<file path="config.mk">
export PLATFORM = sky130hd
export DESIGN_NAME = lec_lookup_ctrl
export DESIGN_NICKNAME = d
export VERILOG_FILES = /design/src/hdl/lec_pkg.sv /design/src/hdl/lec_lookup_ctrl.sv /design/src/hdl/lec_port_filter.sv
export SDC_FILE = /design/constraint.sdc
export NUM_CORES = 1
export LEC_CHECK = 0
export ABC_AREA = 0
export BUFFER_PORTS_ARGS = -buffer_cell sky130_fd_sc_hd__buf_4
export CORE_UTILIZATION = 50
export CTS_BUF_LIST = sky130_fd_sc_hd__clkbuf_4 sky130_fd_sc_hd__clkbuf_8
export CTS_CLUSTER_DIAMETER = 60
export CTS_CLUSTER_SIZE = 20
export DETAILED_ROUTE_END_ITERATION = 16
export GPL_TIMING_DRIVEN = 0
export PLACE_DENSITY = 0.82
export SLEW_MARGIN = 10
export SYNTH_ARGS = -nofsm -noshare
export SYNTH_HDL_FRONTEND = slang
export SYNTH_SLANG_ARGS = --single-unit
export TNS_END_PERCENT = 100
</file>
<file path="constraint.sdc">
create_clock -name i_core_clk -period 3.9 [get_ports i_core_clk]
set_input_delay 0.78 -clock i_core_clk [delete_from_list [all_inputs] [get_ports i_core_clk]]
set_output_delay 0.78 -clock i_core_clk [all_outputs]
set_load 0.05 [all_outputs]
</file>
<file path="src/hdl/lec_pkg.sv">
// Purpose: constants shared by the lookup engine control registers
// Assumes: byte-wide register port, 16-bit register addresses
// Notes:   offsets, field positions and reset values live here
package lec_pkg;
  localparam logic [15:0] LEC_CTRL2_ADDR     = 16'h0312;
  localparam logic [15:0] LEC_AGING_ADDR     = 16'h0313;
  localparam logic [15:0] LEC_CTRL1_ADDR     = 16'h0311;
  localparam int          LEC_TRAP_BIT       = 6;
  localparam int          LEC_DYN_FILT_BIT   = 5;
  localparam int          LEC_STA_FILT_BIT   = 4;
  localparam int          LEC_FLUSH_HI       = 3;
  localparam int          LEC_FLUSH_LO       = 2;
  localparam int          LEC_PRIO_HI        = 1;
  localparam int          LEC_PRIO_LO        = 0;
  localparam int          LEC_FLUSH_ALL_BIT  = 5;
  localparam int          LEC_FLUSH_MST_BIT  = 4;
  localparam logic [7:0]  LEC_CTRL2_RESET    = 8'h00;
  localparam logic [7:0]  LEC_AGING_RESET    = 8'h4B;
  localparam logic [1:0]  LEC_FLUSH_NONE     = 2'h0;
  localparam logic [1:0]  LEC_FLUSH_DYNAMIC  = 2'h1;
  localparam logic [1:0]  LEC_FLUSH_STATIC   = 2'h2;
  localparam logic [1:0]  LEC_FLUSH_BOTH     = 2'h3;
  localparam logic [1:0]  LEC_PRIO_DEST      = 2'h0;
  localparam logic [1:0]  LEC_PRIO_SRC       = 2'h1;
  localparam logic [1:0]  LEC_PRIO_HIGHER    = 2'h2;
  localparam logic [1:0]  LEC_PRIO_LOWER     = 2'h3;

  typedef enum logic [2:0] {
    LEC_IDLE  = 3'b001,
    LEC_TABLE = 3'b010,
    LEC_SPAN  = 3'b100
  } lec_flush_state_type;
endpackage : lec_pkg

</file>
<file path="src/hdl/lec_lookup_ctrl.sv">
// Purpose: lookup engine control registers one and two, the aging period register and the datapath they steer
// Assumes: single 10 MHz core clock, synchronous active-high reset
// Notes:   register port is a plain byte write/read at documented addresses
module lec_lookup_ctrl #(
  parameter int PORTS     = 7,
  parameter int PRIO_W    = 3,
  parameter int AGE_CNT_W = 3
) (
  input  wire logic                       i_core_clk,
  input  wire logic                       i_reset,
  // register port
  input  wire logic [15:0]                i_reg_addr,
  input  wire logic                       i_reg_wr,
  input  wire logic                       i_reg_rd,
  input  wire logic [7:0]                 i_reg_wdata,
  output logic      [7:0]                 o_reg_rdata,
  output logic                            o_reg_hit,
  // configuration from outside
  input  wire logic                       i_double_tag_en,
  input  wire logic [PORTS-1:0]           i_host_port_map,
  // lookup result
  input  wire logic                       i_reserved_mcast,
  input  wire logic                       i_hit_dynamic,
  input  wire logic                       i_hit_static,
  input  wire logic [PORTS-1:0]           i_entry_map,
  input  wire logic [PORTS-1:0]           i_vlan_map,
  input  wire logic [PORTS-1:0]           i_normal_map,
  output logic      [PORTS-1:0]           o_egress_map,
  // address table priority
  input  wire logic [PRIO_W-1:0]          i_dest_prio,
  input  wire logic [PRIO_W-1:0]          i_src_prio,
  output logic      [PRIO_W-1:0]          o_address_table_priority,
  // aging
  input  wire logic [AGE_CNT_W-1:0]       i_age_count,
  output logic      [7:0]                 o_aging_period,
  output logic      [AGE_CNT_W+7:0]       o_aging_time_sec,
  // flush engine handshake
  input  wire logic                       i_flush_done,
  output logic                            o_flush_start,
  output logic                            o_flush_multi_spanning_tree,
  output logic                            o_flush_dynamic,
  output logic                            o_flush_static,
  output logic                            o_flush_busy
);
  import lec_pkg::*;

  logic [7:0]          ctrl2_q;
  logic [7:0]          aging_q;
  logic                trig_all_q;
  logic                trig_mst_q;
  logic                start_q;
  lec_flush_state_type state_q;
  logic [PORTS-1:0]    dyn_map;
  logic [PORTS-1:0]    sta_map;
  logic [PORTS-1:0]    egress_d;
  logic [PRIO_W-1:0]   prio_d;
  logic [1:0]          flush_sel;
  logic                wr_ctrl1;
  logic                wr_ctrl2;

  assign wr_ctrl1  = i_reg_wr && (i_reg_addr == LEC_CTRL1_ADDR);
  assign wr_ctrl2  = i_reg_wr && (i_reg_addr == LEC_CTRL2_ADDR);
  assign flush_sel = ctrl2_q[LEC_FLUSH_HI:LEC_FLUSH_LO];

  // control register two; flush selection returns to none once a flush ends
  always_ff @(posedge i_core_clk) begin
    if (i_reset) begin
      ctrl2_q <= LEC_CTRL2_RESET;
    end else if (wr_ctrl2) begin
      ctrl2_q <= i_reg_wdata;
    end else if (state_q != LEC_IDLE && i_flush_done) begin
      ctrl2_q[LEC_FLUSH_HI:LEC_FLUSH_LO] <= LEC_FLUSH_NONE;
    end
  end

  // aging period register
  always_ff @(posedge i_core_clk) begin
    if (i_reset) begin
      aging_q <= LEC_AGING_RESET;
    end else if (i_reg_addr == LEC_AGING_ADDR && i_reg_wr) begin
      aging_q <= i_reg_wdata;
    end
  end

  // flush triggers: set by a write of 1, cleared when the flush finishes
  // a new trigger write in the done cycle wins so the request is not lost
  always_ff @(posedge i_core_clk) begin
    if (i_reset) begin
      trig_all_q <= 1'b0;
      trig_mst_q <= 1'b0;
    end else begin
      if (wr_ctrl1 && i_reg_wdata[LEC_FLUSH_ALL_BIT]) begin
        trig_all_q <= 1'b1;
      end else if (state_q == LEC_TABLE && i_flush_done) begin
        trig_all_q <= 1'b0;
      end
      if (wr_ctrl1 && i_reg_wdata[LEC_FLUSH_MST_BIT]) begin
        trig_mst_q <= 1'b1;
      end else if (state_q == LEC_SPAN && i_flush_done) begin
        trig_mst_q <= 1'b0;
      end
    end
  end

  // flush sequencer; table flush has priority over spanning tree flush
  always_ff @(posedge i_core_clk) begin
    if (i_reset) begin
      state_q <= LEC_IDLE;
      start_q <= 1'b0;
    end else begin
      start_q <= 1'b0;
      unique case (state_q)
        LEC_IDLE: begin
          if (trig_all_q) begin
            state_q <= LEC_TABLE;
            start_q <= 1'b1;
          end else if (trig_mst_q) begin
            state_q <= LEC_SPAN;
            start_q <= 1'b1;
          end
        end
        LEC_TABLE, LEC_SPAN: begin
          if (i_flush_done) begin
            state_q <= LEC_IDLE;
          end
        end
        default: state_q <= LEC_IDLE;
      endcase
    end
  end

  // selection steers which entry kinds the flush engine may remove
  assign o_flush_start               = start_q;
  assign o_flush_busy                = (state_q != LEC_IDLE);
  assign o_flush_multi_spanning_tree = (state_q == LEC_SPAN);
  assign o_flush_dynamic = flush_sel == LEC_FLUSH_DYNAMIC
                        || flush_sel == LEC_FLUSH_BOTH;
  assign o_flush_static  = flush_sel == LEC_FLUSH_STATIC
                        || flush_sel == LEC_FLUSH_BOTH;

  // one filter per entry kind
  lec_port_filter #(.PORTS(PORTS)) u_dyn_filter (
    .i_filter_en (ctrl2_q[LEC_DYN_FILT_BIT]),
    .i_entry_map (i_entry_map),
    .i_vlan_map  (i_vlan_map),
    .o_port_map  (dyn_map)
  );

  lec_port_filter #(.PORTS(PORTS)) u_sta_filter (
    .i_filter_en (ctrl2_q[LEC_STA_FILT_BIT]),
    .i_entry_map (i_entry_map),
    .i_vlan_map  (i_vlan_map),
    .o_port_map  (sta_map)
  );

  // egress selection; trap overrides any address hit
  always_comb begin
    if (ctrl2_q[LEC_TRAP_BIT] && i_double_tag_en && i_reserved_mcast) begin
      egress_d = i_host_port_map;
    end else if (i_hit_static) begin
      egress_d = sta_map;
    end else if (i_hit_dynamic) begin
      egress_d = dyn_map;
    end else begin
      egress_d = i_normal_map;
    end
  end

  // priority source selection
  always_comb begin
    unique case (ctrl2_q[LEC_PRIO_HI:LEC_PRIO_LO])
      LEC_PRIO_DEST:   prio_d = i_dest_prio;
      LEC_PRIO_SRC:    prio_d = i_src_prio;
      LEC_PRIO_HIGHER: prio_d = (i_dest_prio > i_src_prio) ? i_dest_prio : i_src_prio;
      LEC_PRIO_LOWER:  prio_d = (i_dest_prio < i_src_prio) ? i_dest_prio : i_src_prio;
    endcase
  end

  // registered datapath outputs, one cycle after the lookup inputs
  always_ff @(posedge i_core_clk) begin
    if (i_reset) begin
      o_egress_map             <= '0;
      o_address_table_priority <= '0;
      o_aging_time_sec         <= '0;
    end else begin
      o_egress_map             <= egress_d;
      o_address_table_priority <= prio_d;
      // both operands widened on purpose so the product keeps every bit
      o_aging_time_sec         <= (AGE_CNT_W+8)'(aging_q)
                                * (AGE_CNT_W+8)'(i_age_count);
    end
  end

  assign o_aging_period = aging_q;

  // read data registered; unmapped addresses read zero with hit low
  always_ff @(posedge i_core_clk) begin
    if (i_reset) begin
      o_reg_rdata <= 8'h00;
      o_reg_hit   <= 1'b0;
    end else begin
      o_reg_hit   <= 1'b0;
      o_reg_rdata <= 8'h00;
      if (i_reg_rd) begin
        unique case (i_reg_addr)
          LEC_CTRL1_ADDR: begin
            o_reg_rdata <= {2'b00, trig_all_q, trig_mst_q, 4'h0};
            o_reg_hit   <= 1'b1;
          end
          LEC_CTRL2_ADDR: begin
            o_reg_rdata <= ctrl2_q;
            o_reg_hit   <= 1'b1;
          end
          LEC_AGING_ADDR: begin
            o_reg_rdata <= aging_q;
            o_reg_hit   <= 1'b1;
          end
          default: begin
            o_reg_rdata <= 8'h00;
          end
        endcase
      end
    end
  end
endmodule // lec_lookup_ctrl

</file>
<file path="src/hdl/lec_port_filter.sv">
// Purpose: egress port set for one kind of address entry hit
// Assumes: port maps are one bit per port
// Notes:   instantiated once for dynamic and once for static hits
module lec_port_filter #(
  parameter int PORTS = 7
) (
  input  wire logic             i_filter_en,
  input  wire logic [PORTS-1:0] i_entry_map,
  input  wire logic [PORTS-1:0] i_vlan_map,
  output logic      [PORTS-1:0] o_port_map
);
  // vlan map only narrows the entry map, never widens it
  assign o_port_map = i_filter_en ? (i_entry_map & i_vlan_map) : i_entry_map;
endmodule // lec_port_filter

</file>
==> After elaboration in Yosys (flattened, before gate mapping) <==
Index checks and enable logic that the tools add are counted.
{ "totals": {"wordCells": 76, "inputBits": 70, "ff_bits": 52} }
{ "op_classes": {"n_mul": 1, "n_lt_le_gt_ge": 2, "bitwise": 3, "n_mux": 22, "n_eq_ne": 15, "reduce_logical": 21} }
{ "ops": {"columns": ["operator", "n"], "rows": [
  ["== test 16 x 10 -> 1 bit (second input constant)", 3],
  ["two-way mux 7 bit", 5],
  ["one-hot mux 8 bit (3 select lines)", 1],
  ["two-way mux 3 bit", 5],
  ["one-hot mux 3 bit (4 select lines)", 1],
  ["multiplier 8 x 3 -> 11 bit", 1],
  ["logical AND 1 bit", 10],
  ["== test 2 bit (second input constant)", 4],
  ["AND 7 bit", 1],
  ["two-way mux 1 bit", 7],
  ["one-hot mux 3 bit (2 select lines)", 1],
  ["nonzero test 2 bit", 3],
  ["OR reduction 2 bit", 3],
  ["== test 2 x 1 -> 1 bit (second input constant)", 2],
  ["two-way mux 2 bit", 2],
  ["== test 3 x 1 -> 1 bit (second input constant)", 1],
  ["== test 3 x 2 -> 1 bit (second input constant)", 1],
  ["== test 3 bit (second input constant)", 1],
  ["greater-than comparator 3 bit", 1],
  ["less-than comparator 3 bit", 1],
  ["!= test 3 x 1 -> 1 bit (second input constant)", 1],
  ["!= test 3 bit (second input constant)", 1],
  ["OR reduction 3 bit", 1],
  ["logical NOT 2 bit", 1],
  ["4 further kinds", 6]
]} }

==> Longest topological paths before layout <==
Gate-level depths: netlist of the first run.
{ "depth": {"depth_word": 5, "ltp_mapped": 10, "ltp_nobuf": 10} }

==> Hierarchy <==
Synthesis of the first run repeated with hierarchy kept, for this count alone.
{ "unflattened": {"hier_cells": 381, "hier_area_um2": 3103.0} }
{ "modules_own_cells": {"columns": ["mod", "cells_per_inst", "n_inst", "area_per_inst_um2"], "rows": [
  ["lec_lookup_ctrl", 353, 1, 2945.3],
  ["lec_port_filter", 14, 2, 78.8]
]} }

==> Least setup slack after synthesis of the first run <==
Ideal clock, no wire load.
{ "synth_timing": {"path_type": "input to register", "startpoint": "input port i_age_count[2]", "endpoint": "register o_aging_time_sec[9]", "path_buffers": 0, "path_slack_ns": 0.818, "t_required_ns": 3.785, "path_stages": 9, "t_arrival_ns": 2.967, "cell_sequence": "nand2_1 -> fa_1 -> inv_1 -> ha_1 -> a211oi_1 -> o21bai_1 -> a2111oi_0 -> nor3_1 -> o21ba_2"} }
{ "synth_between": {"elab_chain_len": 1} }
{ "synth_rtl": {"columns": ["element", "line_no", "rtl"], "rows": [
  ["start, declared", "lec_lookup_ctrl.sv:34", "input wire logic [AGE_CNT_W-1:0] i_age_count,"],
  ["multiplier 8 x 3 -> 11 bit", "lec_lookup_ctrl.sv:190", "* (AGE_CNT_W+8)'(i_age_count);"],
  ["end signal, assigned", "lec_lookup_ctrl.sv:189", "o_aging_time_sec <= (AGE_CNT_W+8)'(aging_q)"],
  ["end, declared", "lec_lookup_ctrl.sv:36", "output logic [AGE_CNT_W+7:0] o_aging_time_sec,"]
]} }
No other way between the ends.
A chain may end at the register's enable or synchronous reset.

==> Worst setup path in the final report of the first run <==
Same ends and word-level chain as after synthesis.

==> results.json, run 1 <==
{
  "synth_warnings": 0,
  "finalCritPeriodShare_pct": 81.2,
  "rr_worst_depth": 9,
  "slew_viol_final": 0,
  "viasPerCell": 5.36,
  "crit_fanout": 8,
  "fin_skew_ns": 0.0110,
  "synth_edf_count": 0,
  "p_leak_uw": 0.00170,
  "relSlewSlack_pct": 59.6,
  "start_util_pct": 51.9,
  "final_nets": 536,
  "async_reset_ff_share_pct": 0,
  "combPwrFrac_pct": 20.2,
  "synthFlopType": "dfxtp_1",
  "min_period_ns": 3.17,
  "postCtsSetupBuffers": 0,
  "tightest_slew_ns": 0.590,
  "syn_to_final_growth_pct": 35.5,
  "ctsResizeCount": 0,
  "portBuffers": 110,
  "synthCells": 329,
  "worst_hold_path_type": "flop to flop",
  "gp_congestion": 0.834,
  "ff2ff_setup_slack_ns": 0.89,
  "rows": 27,
  "netlist_area_um2": 2860,
  "finalSetupViolCount": 0,
  "avgSynthCellArea_um2": 8.69,
  "place_ws_ns": 0.411,
  "clkTransAtPathRegs_ns": 0.09,
  "regArea_um2": 1040,
  "fp.coreArea_um2": 5510,
  "status": "finished clean",
  "clkPwrFrac_pct": 31.0,
  "die_area_um2": 6030,
  "grt_max_degree": 15,
  "worstSetupEndpointType": "flop",
  "rsz0062_at_grt": "false",
  "cts-htree-levels": 2,
  "max_freq_ghz": 0.316,
  "p_int_uw": 829,
  "wl_um": 7250,
  "clkLatencyLatePin_ns": 0.30,
  "drt_iter0_drc": 117,
  "final_cell_mix": "111 x buf_4, 52 x dfxtp_1, 40 x nor2_1",
  "critical_path_required_ns": 4.10,
  "grt_pass1_vias": 2728,
  "multi_input_area_um2": 1690,
  "seqPwrFrac_pct": 48.7,
  "synth-seq-area-share_pct": 36.4,
  "maxCapViolCount": 0,
  "synth_fp_nets": 419,
  "cts_buffers": 5,
  "dieHeight_um": 77.6,
  "worst_setup_path_start_kind": "input port",
  "p_total_uw": 1130,
  "cts_buffer_depth": 2,
  "hold_buffers": 0,
  "crit_arrival_ns": 3.37,
  "n_fill_cell": 466,
  "final_common_cell": "buf_4",
  "cp-startpoint": "i_age_count[2]",
  "hold_viol": 0,
  "cts.sinks": 52,
  "grt-ovfl-total": 0,
  "tritoncts": "built",
  "reg2reg_from": "o_aging_period[1]",
  "die_w_um": 77.6,
  "track_usage_pct": 25.2,
  "antenna_cells": 0,
  "p_switching_uw": 297,
  "drcViolationCount": 0,
  "post_route_cells_drive_above_1_share_pct": 29.0,
  "vias": 2769,
  "ir_drop_mv": 0.179,
  "rr_endpoint": "o_aging_time_sec[9]",
  "antenna_found_initial": 0,
  "first_pass_iters": 4,
  "postRouteAntennaNets": 0,
  "synth_seq_cells": 52,
  "setup_tns_ns": 0,
  "grt_pass1_wl_um": 12000,
  "switching_share_pct": 26.4,
  "p_per_area_nw_per_um2": 291,
  "detail_route.wl_per_cell_um": 14.0,
  "crit_end": "o_aging_time_sec[9]",
  "fin_ws_ns": 0.733,
  "hpwlAfterDp_um": 5800,
  "cts-root-buf": "clkbuf_8",
  "yosysUniqueCellTypes": 44,
  "io_pins": 113,
  "crit_type": "input port to flop"
}
## Yosys cell counts (all sizes together) (2+ instances only)
| cell | count | area share (%) |
|---|---|---|
| dfxtp | 52 | 36 |
| nor2 | 40 | 5.2 |
| nand2 | 32 | 4.2 |
| o21ai | 22 | 3.8 |
| inv | 21 | 2.8 |
| a21oi | 15 | 2.6 |
| ha | 13 | 5.7 |
| nor3 | 13 | 3.2 |
| mux2i | 12 | 4.2 |
| nor2b | 12 | 2.6 |
| clkbuf | 10 | 1.3 |
| and2 | 8 | 1.7 |
| nand2b | 8 | 1.7 |
| fa | 7 | 4.9 |
| o211ai | 7 | 1.8 |
| a211o | 6 | 1.8 |
| a22oi | 6 | 1.6 |
| a211oi | 5 | 1.3 |
| o21a | 4 | 1.0 |
| a32oi | 3 | 0.92 |
| buf | 3 | 0.61 |
| nand3 | 3 | 0.52 |
| nand3b | 3 | 0.79 |
| nor3b | 3 | 0.79 |
| a21o | 2 | 0.52 |
| a222oi | 2 | 0.70 |
| nor4 | 2 | 1.5 |
| o31a | 2 | 0.61 |
| or4b | 2 | 0.70 |
## flip-flops by register name, summed over array words and instances (netlist names)
name and count:
o_address_table_priority 3, o_egress_map 7, trig_all_q 1, o_flush_start 1
o_aging_time_sec 11, o_reg_rdata 8, state_q 3, ctrl2_q 8
trig_mst_q 1, o_reg_hit 1, o_aging_period 8
## kinds of logic (layout without fill, tap and decap cells)
family | Yosys count | count (layout) | share of synthesized area [%]
compound gates | 79 | 79 | 18.3
xor+xnor | 2 | 2 | 0.613
simple gates | 130 | 130 | 25.2
flops | 52 | 52 | 36.4
mux | 12 | 12 | 4.20
fa+ha+maj | 20 | 20 | 10.6
buf+inv | 34 | 150 | 4.68
## per-layer routing
layer / global-route usage [%] / routed length [um] / vias up
met5: 0 / 0 / -
met4: 6.79 / 84 / 0
met3: 6.71 / 552 / 8
met2: 47.6 / 3800 / 100
met1: 27.3 / 2810 / 1281
li1: - / - / 1380
## worst max-delay path, cell delays in order
cell and delay, ns:
buf_4 0.13, nand2_1 0.08, fa_1 0.60, inv_1 0.06, ha_1 0.31, a211oi_1 0.34
o21bai_1 0.15, a2111oi_0 0.60, nor3_1 0.09, o21ba_2 0.23
## power by group through the flow
stage / Sequential (uW) / Combinational [uW] / Clock [uW]
2_1_floorplan: 613 / 72.5 / 0
3_3_place_gp: 561 / 223 / 0
3_5_place_dp: 561 / 229 / 0
4_1_cts: 549 / 229 / 358
5_1_grt: 550 / 247 / 378
6_report: 549 / 228 / 349
## cell type report
cell class / count / area share [%]
Tap cell: 72 / 2.32
Multi-Input combinational cell: 243 / 43.5
Timing Repair Buffer: 110 / 21.3
Inverter: 21 / 2.03
Clock buffer: 5 / 1.78
Sequential cell: 52 / 26.9
Buffer: 13 / 1.42
Clock inverter: 1 / 0.775
## stage by stage
step                      instance area, um2  utilization, %  hold slack [ns]  instances
after detailed placement                3780            68.6            0.490        511
final                                   3870            70.4            0.506        517
after floorplan                         2860               -            0.461        329
after CTS                               3870            70.4            0.511        517
after global placement                  3780            68.6            0.479        511
after global routing                    3870            70.4            0.541        517
## worst min path at each step
stage	from	to	cells past startpoint
global route	ctrl2_q[7]	ctrl2_q[7]	2
global placement	ctrl2_q[7]	ctrl2_q[7]	2
finish	o_aging_period[0]	o_aging_time_sec[0]	2
floorplan	ctrl2_q[7]	ctrl2_q[7]	2
detailed placement	ctrl2_q[7]	o_reg_rdata[7]	2
CTS	o_aging_period[0]	o_aging_time_sec[0]	2
Note: power is estimated with default switching activity, not from simulation.
==> inputs of run 2 (changes only) <==
--- a/config.mk
+++ b/config.mk
@@ -5,15 +5,15 @@
 export SDC_FILE = /design/constraint.sdc
 export NUM_CORES = 1
 export LEC_CHECK = 0
-export ABC_AREA = 0
+export ABC_AREA = 1
 export BUFFER_PORTS_ARGS = -buffer_cell sky130_fd_sc_hd__buf_4
-export CORE_UTILIZATION = 50
+export CORE_UTILIZATION = 46
 export CTS_BUF_LIST = sky130_fd_sc_hd__clkbuf_4 sky130_fd_sc_hd__clkbuf_8
 export CTS_CLUSTER_DIAMETER = 60
 export CTS_CLUSTER_SIZE = 20
 export DETAILED_ROUTE_END_ITERATION = 16
 export GPL_TIMING_DRIVEN = 0
-export PLACE_DENSITY = 0.82
+export PLACE_DENSITY = 0.78
 export SLEW_MARGIN = 10
 export SYNTH_ARGS = -nofsm -noshare
 export SYNTH_HDL_FRONTEND = slang
==> constraint.sdc (replaced) <==
create_clock -name i_core_clk -period 2.55 [get_ports i_core_clk]
set_input_delay 0.51 -clock i_core_clk [delete_from_list [all_inputs] [get_ports i_core_clk]]
set_output_delay 0.51 -clock i_core_clk [all_outputs]
set_load 0.05 [all_outputs]
==> results.json, run 2 <==
{
  "async_reset_ff_share_pct": 0,
  "place_ws_ns": -0.153,
  "highest_layer": "met4",
  "cp_slowest_cell": "fa_1",
  "fin_skew_ns": 0.00648,
  "fin_ws_ns": 0.191,
  "synthFlopType": "dfxtp_1",
  "regArea_um2": 1040,
  "cts_buffer_depth": 2,
  "drcViolationCount": 0,
  "reg2reg_from": "o_aging_period[0]",
  "largest_register": "o_aging_time_sec",
  "worst_hold_path_type": "input port to flop",
  "hold_viol": 0,
  "synth_area_leader_cell": "dfxtp_1",
  "wl_met2_um": 3990,
  "synth_fp_nets": 530,
  "viasPerCell": 5.11,
  "seqPwrFrac_pct": 50.9,
  "avgSynthCellArea_um2": 6.98,
  "synth-seq-area-share_pct": 33.9,
  "final_common_cell": "buf_4",
  "vias": 3226,
  "syn_to_final_growth_pct": 32.1,
  "slew_viol_final": 0,
  "ir_drop_mv": 0.250,
  "rows": 29,
  "multi_input_area_um2": 1670,
  "cts-root-buf": "clkbuf_8",
  "tightest_slew_ns": 0.503,
  "relSlewSlack_pct": 66.5,
  "cpMostUsedCell": "nand2_1",
  "antenna_found_initial": 0,
  "final_nets": 644,
  "hpwlAfterDp_um": 6330,
  "p_per_area_nw_per_um2": 407,
  "fp.coreArea_um2": 6390,
  "dr_wl_met3_um": 337,
  "place_area_um2": 3970,
  "hp-start": "i_reset",
  "finalSetupViolCount": 0,
  "grt_pass1_wl_um": 13400,
  "cts_buffers": 5,
  "p_leak_uw": 0.00208,
  "m1WireLength_um": 3490,
  "combPwrFrac_pct": 21.4,
  "synth_seq_cells": 52,
  "first_pass_iters": 4,
  "crit_type": "flop to flop",
  "setup_tns_ns": 0,
  "grt-ovfl-total": 0,
  "grt_max_degree": 16,
  "path_delay_family": "adder cells",
  "clkTransAtPathRegs_ns": 0.10,
  "detail_route.wl_per_cell_um": 12.5,
  "dp.cells": 624,
  "cts.sinks": 52,
  "p_total_uw": 1650,
  "antenna_cells": 0,
  "worst_setup_path_start_kind": "flop",
  "die_area_um2": 7000,
  "synth_warnings": 0,
  "wl_um": 7910,
  "synthTopCellsByCount": "82 x nand2_1, 74 x inv_1, 52 x dfxtp_1, 46 x nor2_1, 33 x a21oi_1",
  "n_fill_cell": 597,
  "synthCells": 440,
  "start_util_pct": 48.1,
  "netlist_area_um2": 3070,
  "maxCapViolCount": 0,
  "p_switching_uw": 487,
  "crit_chain": "nand2_1 > inv_1 > fa_1 > ha_1 > inv_1 > fa_1 > nor2_1 > o21ai_0 > nand2_1 > a21oi_1 > nand2_1 > nand2_1 > nor2_1",
  "drt_iter0_drc": 97,
  "rsz0062_at_grt": "false",
  "yosysUniqueCellTypes": 28,
  "p_int_uw": 1160,
  "crit_arrival_ns": 2.61,
  "postRouteAntennaNets": 0,
  "worstSetupEndpointType": "flop",
  "post_route_cells_drive_above_1_share_pct": 24.5,
  "min_period_ns": 2.36,
  "die_w_um": 83.7,
  "switching_share_pct": 29.5,
  "fin_cells": 631,
  "final_cell_mix": "108 x buf_4, 82 x nand2_1, 74 x inv_1",
  "grt_pass1_vias": 3132,
  "largest_register_ffs": 11,
  "synth_top_cell_area_share_pct": 33.9,
  "io_pins": 113,
  "max_freq_ghz": 0.424,
  "clkPwrFrac_pct": 27.7,
  "slowest_delay_ns": 0.53,
  "clkLatencyLatePin_ns": 0.30,
  "synth.most_common_cell": "nand2_1",
  "synth_area_leaders": "dfxtp_1 34%, nand2_1 10%, inv_1 9.1%, nor2_1 5.6%, a21oi_1 5.4%",
  "portBuffers": 107,
  "synth_edf_count": 0,
  "crit_fanout": 6,
  "cts-htree-levels": 2,
  "gp_congestion": 0.862,
  "cp-startpoint": "o_aging_period[0]",
  "final_area_um2": 4050,
  "tritoncts": "built",
  "status": "finished clean",
  "hold_buffers": 0,
  "dieHeight_um": 83.7,
  "finalCritPeriodShare_pct": 92.5,
  "critical_path_required_ns": 2.80,
  "path_buf_inv": 2,
  "track_usage_pct": 23.1
}
==> run 2: cell count changes after synthesis, moves of 12 or more <==
| cell | previous run | this run |
|---|---|---|
| a21oi_1 | 15 | 33 |
| mux2i_1 | 12 | 0 |
| nand3_1 | 3 | 32 |
| nor2b_1 | 12 | 0 |
| nand2_1 | 32 | 82 |
| nand4_1 | 1 | 23 |
| inv_1 | 21 | 74 |
==> run 2: path summary, 6_finish.rpt <==
path	endpoint	slack, ns	depth (start not counted)
max reg2reg	o_aging_time_sec[8]	0.19	13
max	o_aging_time_sec[8]	0.19	13
min	o_flush_start	0.40	2
min reg2reg	ctrl2_q[7]	0.47	2
==> run 2: final cells by class <==
type                       instances  share of cell area (%)
clock inverter                     2                   0.309
timing repair buffer             107                    19.8
tap                               77                    2.38
clock buffer                       5                    1.70
sequential                        52                    25.7
buffer                            16                    1.88
inverter                          75                    6.94
multi-input combinational        297                    41.3
==> run 2: power groups by stage <==
| stage | Clock [uW] | Sequential, uW | Combinational (uW) |
|---|---|---|---|
| 2_1_floorplan | 0 | 938 | 120 |
| 3_3_place_gp | 0 | 858 | 344 |
| 3_5_place_dp | 0 | 859 | 350 |
| 4_1_cts | 459 | 840 | 352 |
| 5_1_grt | 487 | 842 | 386 |
| 6_report | 457 | 840 | 353 |
==> run 2: per-stage QoR <==
step           hold slack [ns]  utilization [%]
4_1_cts                  0.393             63.4
3_3_place_gp             0.454             62.1
5_1_grt                  0.389             63.5
2_1_floorplan            0.441                -
3_5_place_dp             0.457             62.1
6_report                 0.398             63.5
==> run 2: logic make-up after synthesis <==
family,after synthesis,synth area share [%]
AO/OA/AOI/OAI,76,13.3
adder cells (fa/ha/maj),20,9.87
flip-flops,52,33.9
buffers and inverters,91,11.6
AND/OR/NAND/NOR,201,31.3
==> run 2: per-layer routing <==
layer	vias to the layer above	track usage (%)
met5	-	0
met4	0	6.93
met3	10	3.36
met2	80	42.4
met1	1477	27.9
li1	1659	-
==> run 2: what timing repair did <==
| action | in CTS | in global routing |
|---|---|---|
| setup buffers | 0 | 0 |
| resized for setup | 0 | 5 |
| endpoints found under the setup margin | 0 | 1 |
==> inputs of run 3 (changes only) <==
--- a/config.mk
+++ b/config.mk
@@ -5,7 +5,6 @@
 export SDC_FILE = /design/constraint.sdc
 export NUM_CORES = 1
 export LEC_CHECK = 0
-export ABC_AREA = 1
 export BUFFER_PORTS_ARGS = -buffer_cell sky130_fd_sc_hd__buf_4
 export CORE_UTILIZATION = 46
 export CTS_BUF_LIST = sky130_fd_sc_hd__clkbuf_4 sky130_fd_sc_hd__clkbuf_8
@@ -13,7 +12,7 @@
 export CTS_CLUSTER_SIZE = 20
 export DETAILED_ROUTE_END_ITERATION = 16
 export GPL_TIMING_DRIVEN = 0
-export PLACE_DENSITY = 0.78
+export PLACE_DENSITY = 0.79
 export SLEW_MARGIN = 10
 export SYNTH_ARGS = -nofsm -noshare
 export SYNTH_HDL_FRONTEND = slang
==> results.json, run 3 (synthesis results as in run 1) <==
{
  "worstHoldPathCells": 2,
  "crit_type": "flop to flop",
  "die_area_um2": 6540,
  "detail_route.wl_per_cell_um": 14.1,
  "critical_path_required_ns": 2.72,
  "largest_register_ffs": 11,
  "cpMostUsedCell": "o31a_1",
  "reg2reg_from": "o_aging_period[2]",
  "maxCapViolCount": 0,
  "antenna_found_initial": 0,
  "slew_viol_final": 0,
  "worst_hold_path_type": "input port to flop",
  "rr_worst_depth": 10,
  "fin_skew_ns": 0.0122,
  "ff2ff_setup_slack_ns": 0.03,
  "dp.cells": 514,
  "fin_cells": 528,
  "grt_pass1_vias": 2677,
  "fin_hold_ws_ns": 0.407,
  "final_nets": 542,
  "tritoncts": "built",
  "vias": 2813,
  "largest_register": "o_aging_time_sec",
  "rsz0062_at_grt": "true",
  "final_common_cell": "buf_4",
  "finalCritPeriodShare_pct": 98.8,
  "grt_max_degree": 17,
  "clkTransAtPathRegs_ns": 0.09,
  "track_usage_pct": 23.7,
  "worstSetupEndpointType": "flop",
  "syn_to_final_growth_pct": 40.6,
  "worst_setup_path_start_kind": "flop",
  "postRouteAntennaNets": 0,
  "first_pass_iters": 5,
  "die_w_um": 80.9,
  "path_delay_family": "adder cells",
  "start_util_pct": 48.0,
  "wl_um": 7460,
  "clkLatencyLatePin_ns": 0.31,
  "final_cell_mix": "117 x buf_4, 46 x dfxtp_1, 40 x nor2_1",
  "crit_fanout": 4,
  "p_total_uw": 1800,
  "hpwlAfterDp_um": 5870,
  "dieHeight_um": 80.9,
  "post_route_cells_drive_above_1_share_pct": 33.8,
  "drcViolationCount": 0,
  "portBuffers": 110,
  "slowest_delay_ns": 0.47,
  "ir_drop_mv": 0.287,
  "min_period_ns": 2.52,
  "io_pins": 113,
  "p_leak_uw": 0.00176,
  "hp-start": "i_reg_wdata[3]",
  "crit_arrival_ns": 2.69,
  "max_freq_ghz": 0.397,
  "rr_endpoint": "o_aging_time_sec[10]",
  "cts.sinks": 52,
  "relSlewSlack_pct": 59.7,
  "gp_congestion": 0.874,
  "cp_slowest_cell": "fa_1",
  "grt_pass1_wl_um": 12000,
  "tightest_slew_ns": 0.604,
  "cts_buffers": 5,
  "grt-ovfl-total": 0,
  "n_fill_cell": 509,
  "finalSetupViolCount": 0,
  "crit_chain": "and2_4 > fa_1 > ha_2 > inv_2 > fa_2 > nor2b_4 > o31a_1 > o31a_1 > o21ai_1 > a21oi_1",
  "rows": 28,
  "viasPerCell": 5.33,
  "cts_buffer_depth": 2,
  "hold_buffers": 0,
  "status": "finished clean",
  "cts-htree-levels": 2,
  "p_per_area_nw_per_um2": 447,
  "path_buf_inv": 1,
  "holdPathEnd": "o_aging_period[3]",
  "hold_viol": 0,
  "fin_util_pct": 67.5,
  "antenna_cells": 0,
  "fp.coreArea_um2": 5960,
  "drt_iter0_drc": 128,
  "cts-root-buf": "clkbuf_8"
}
-- run 3: per-layer routing --
layer	vias to the layer above	GRT usage [%]	part of all wire, %
met5	-	0	0
met4	0	7.14	1.5
met3	11	6.97	7.3
met2	105	44.3	53
met1	1301	25.6	39
li1	1396	-	-
-- run 3: per-stage QoR --
stage	cell area, um2	worst slack (ns)	TNS, ns
6_report	4020	0.0304	0
5_1_grt	4020	-0.0639	-0.130
4_1_cts	3940	0.00697	0
3_5_place_dp	3800	-0.364	-1.22
3_3_place_gp	3800	-0.315	-0.947
2_1_floorplan	2880	-0.0435	-0.0435
-- run 3: final cells by class --
type | instances | area, um2 | area share, %
Buffer | 13 | 55.1 | 1.37
Clock buffer | 6 | 76.3 | 1.90
Clock inverter | 2 | 38.8 | 0.964
Inverter | 21 | 78.8 | 1.96
Multi-Input combinational cell | 243 | 1750 | 43.5
Sequential cell | 52 | 1060 | 26.3
Tap cell | 75 | 93.8 | 2.33
Timing Repair Buffer | 116 | 871 | 21.6
-- run 3: how the worst max path moves through the flow --
stage / end / depth (start not counted) / startpoint / slack [ns]
global placement: o_aging_time_sec[9] / 10 / i_age_count[2] / -0.31
detailed placement: o_aging_time_sec[9] / 10 / i_age_count[2] / -0.36
CTS: o_aging_time_sec[10] / 10 / o_aging_period[0] / 0.007
global route: o_aging_time_sec[10] / 10 / o_aging_period[2] / -0.06
floorplan: o_aging_time_sec[9] / 9 / i_age_count[2] / -0.04
finish: o_aging_time_sec[10] / 10 / o_aging_period[2] / 0.03
-- run 3: what timing repair did --
item	CTS	global route
gates resized for setup	4	12
setup buffers	1	5
pin swaps	4	8
endpoints found under the setup margin	2	3
cloned	0	0
-- run 3: where the power goes --
| part | leakage [uW] | switching (uW) | internal, uW |
|---|---|---|---|
| Combinational | 0.00128 | 206 | 167 |
| Clock | 0.0000592 | 283 | 308 |
| Sequential | 0.000426 | 5.77 | 829 |
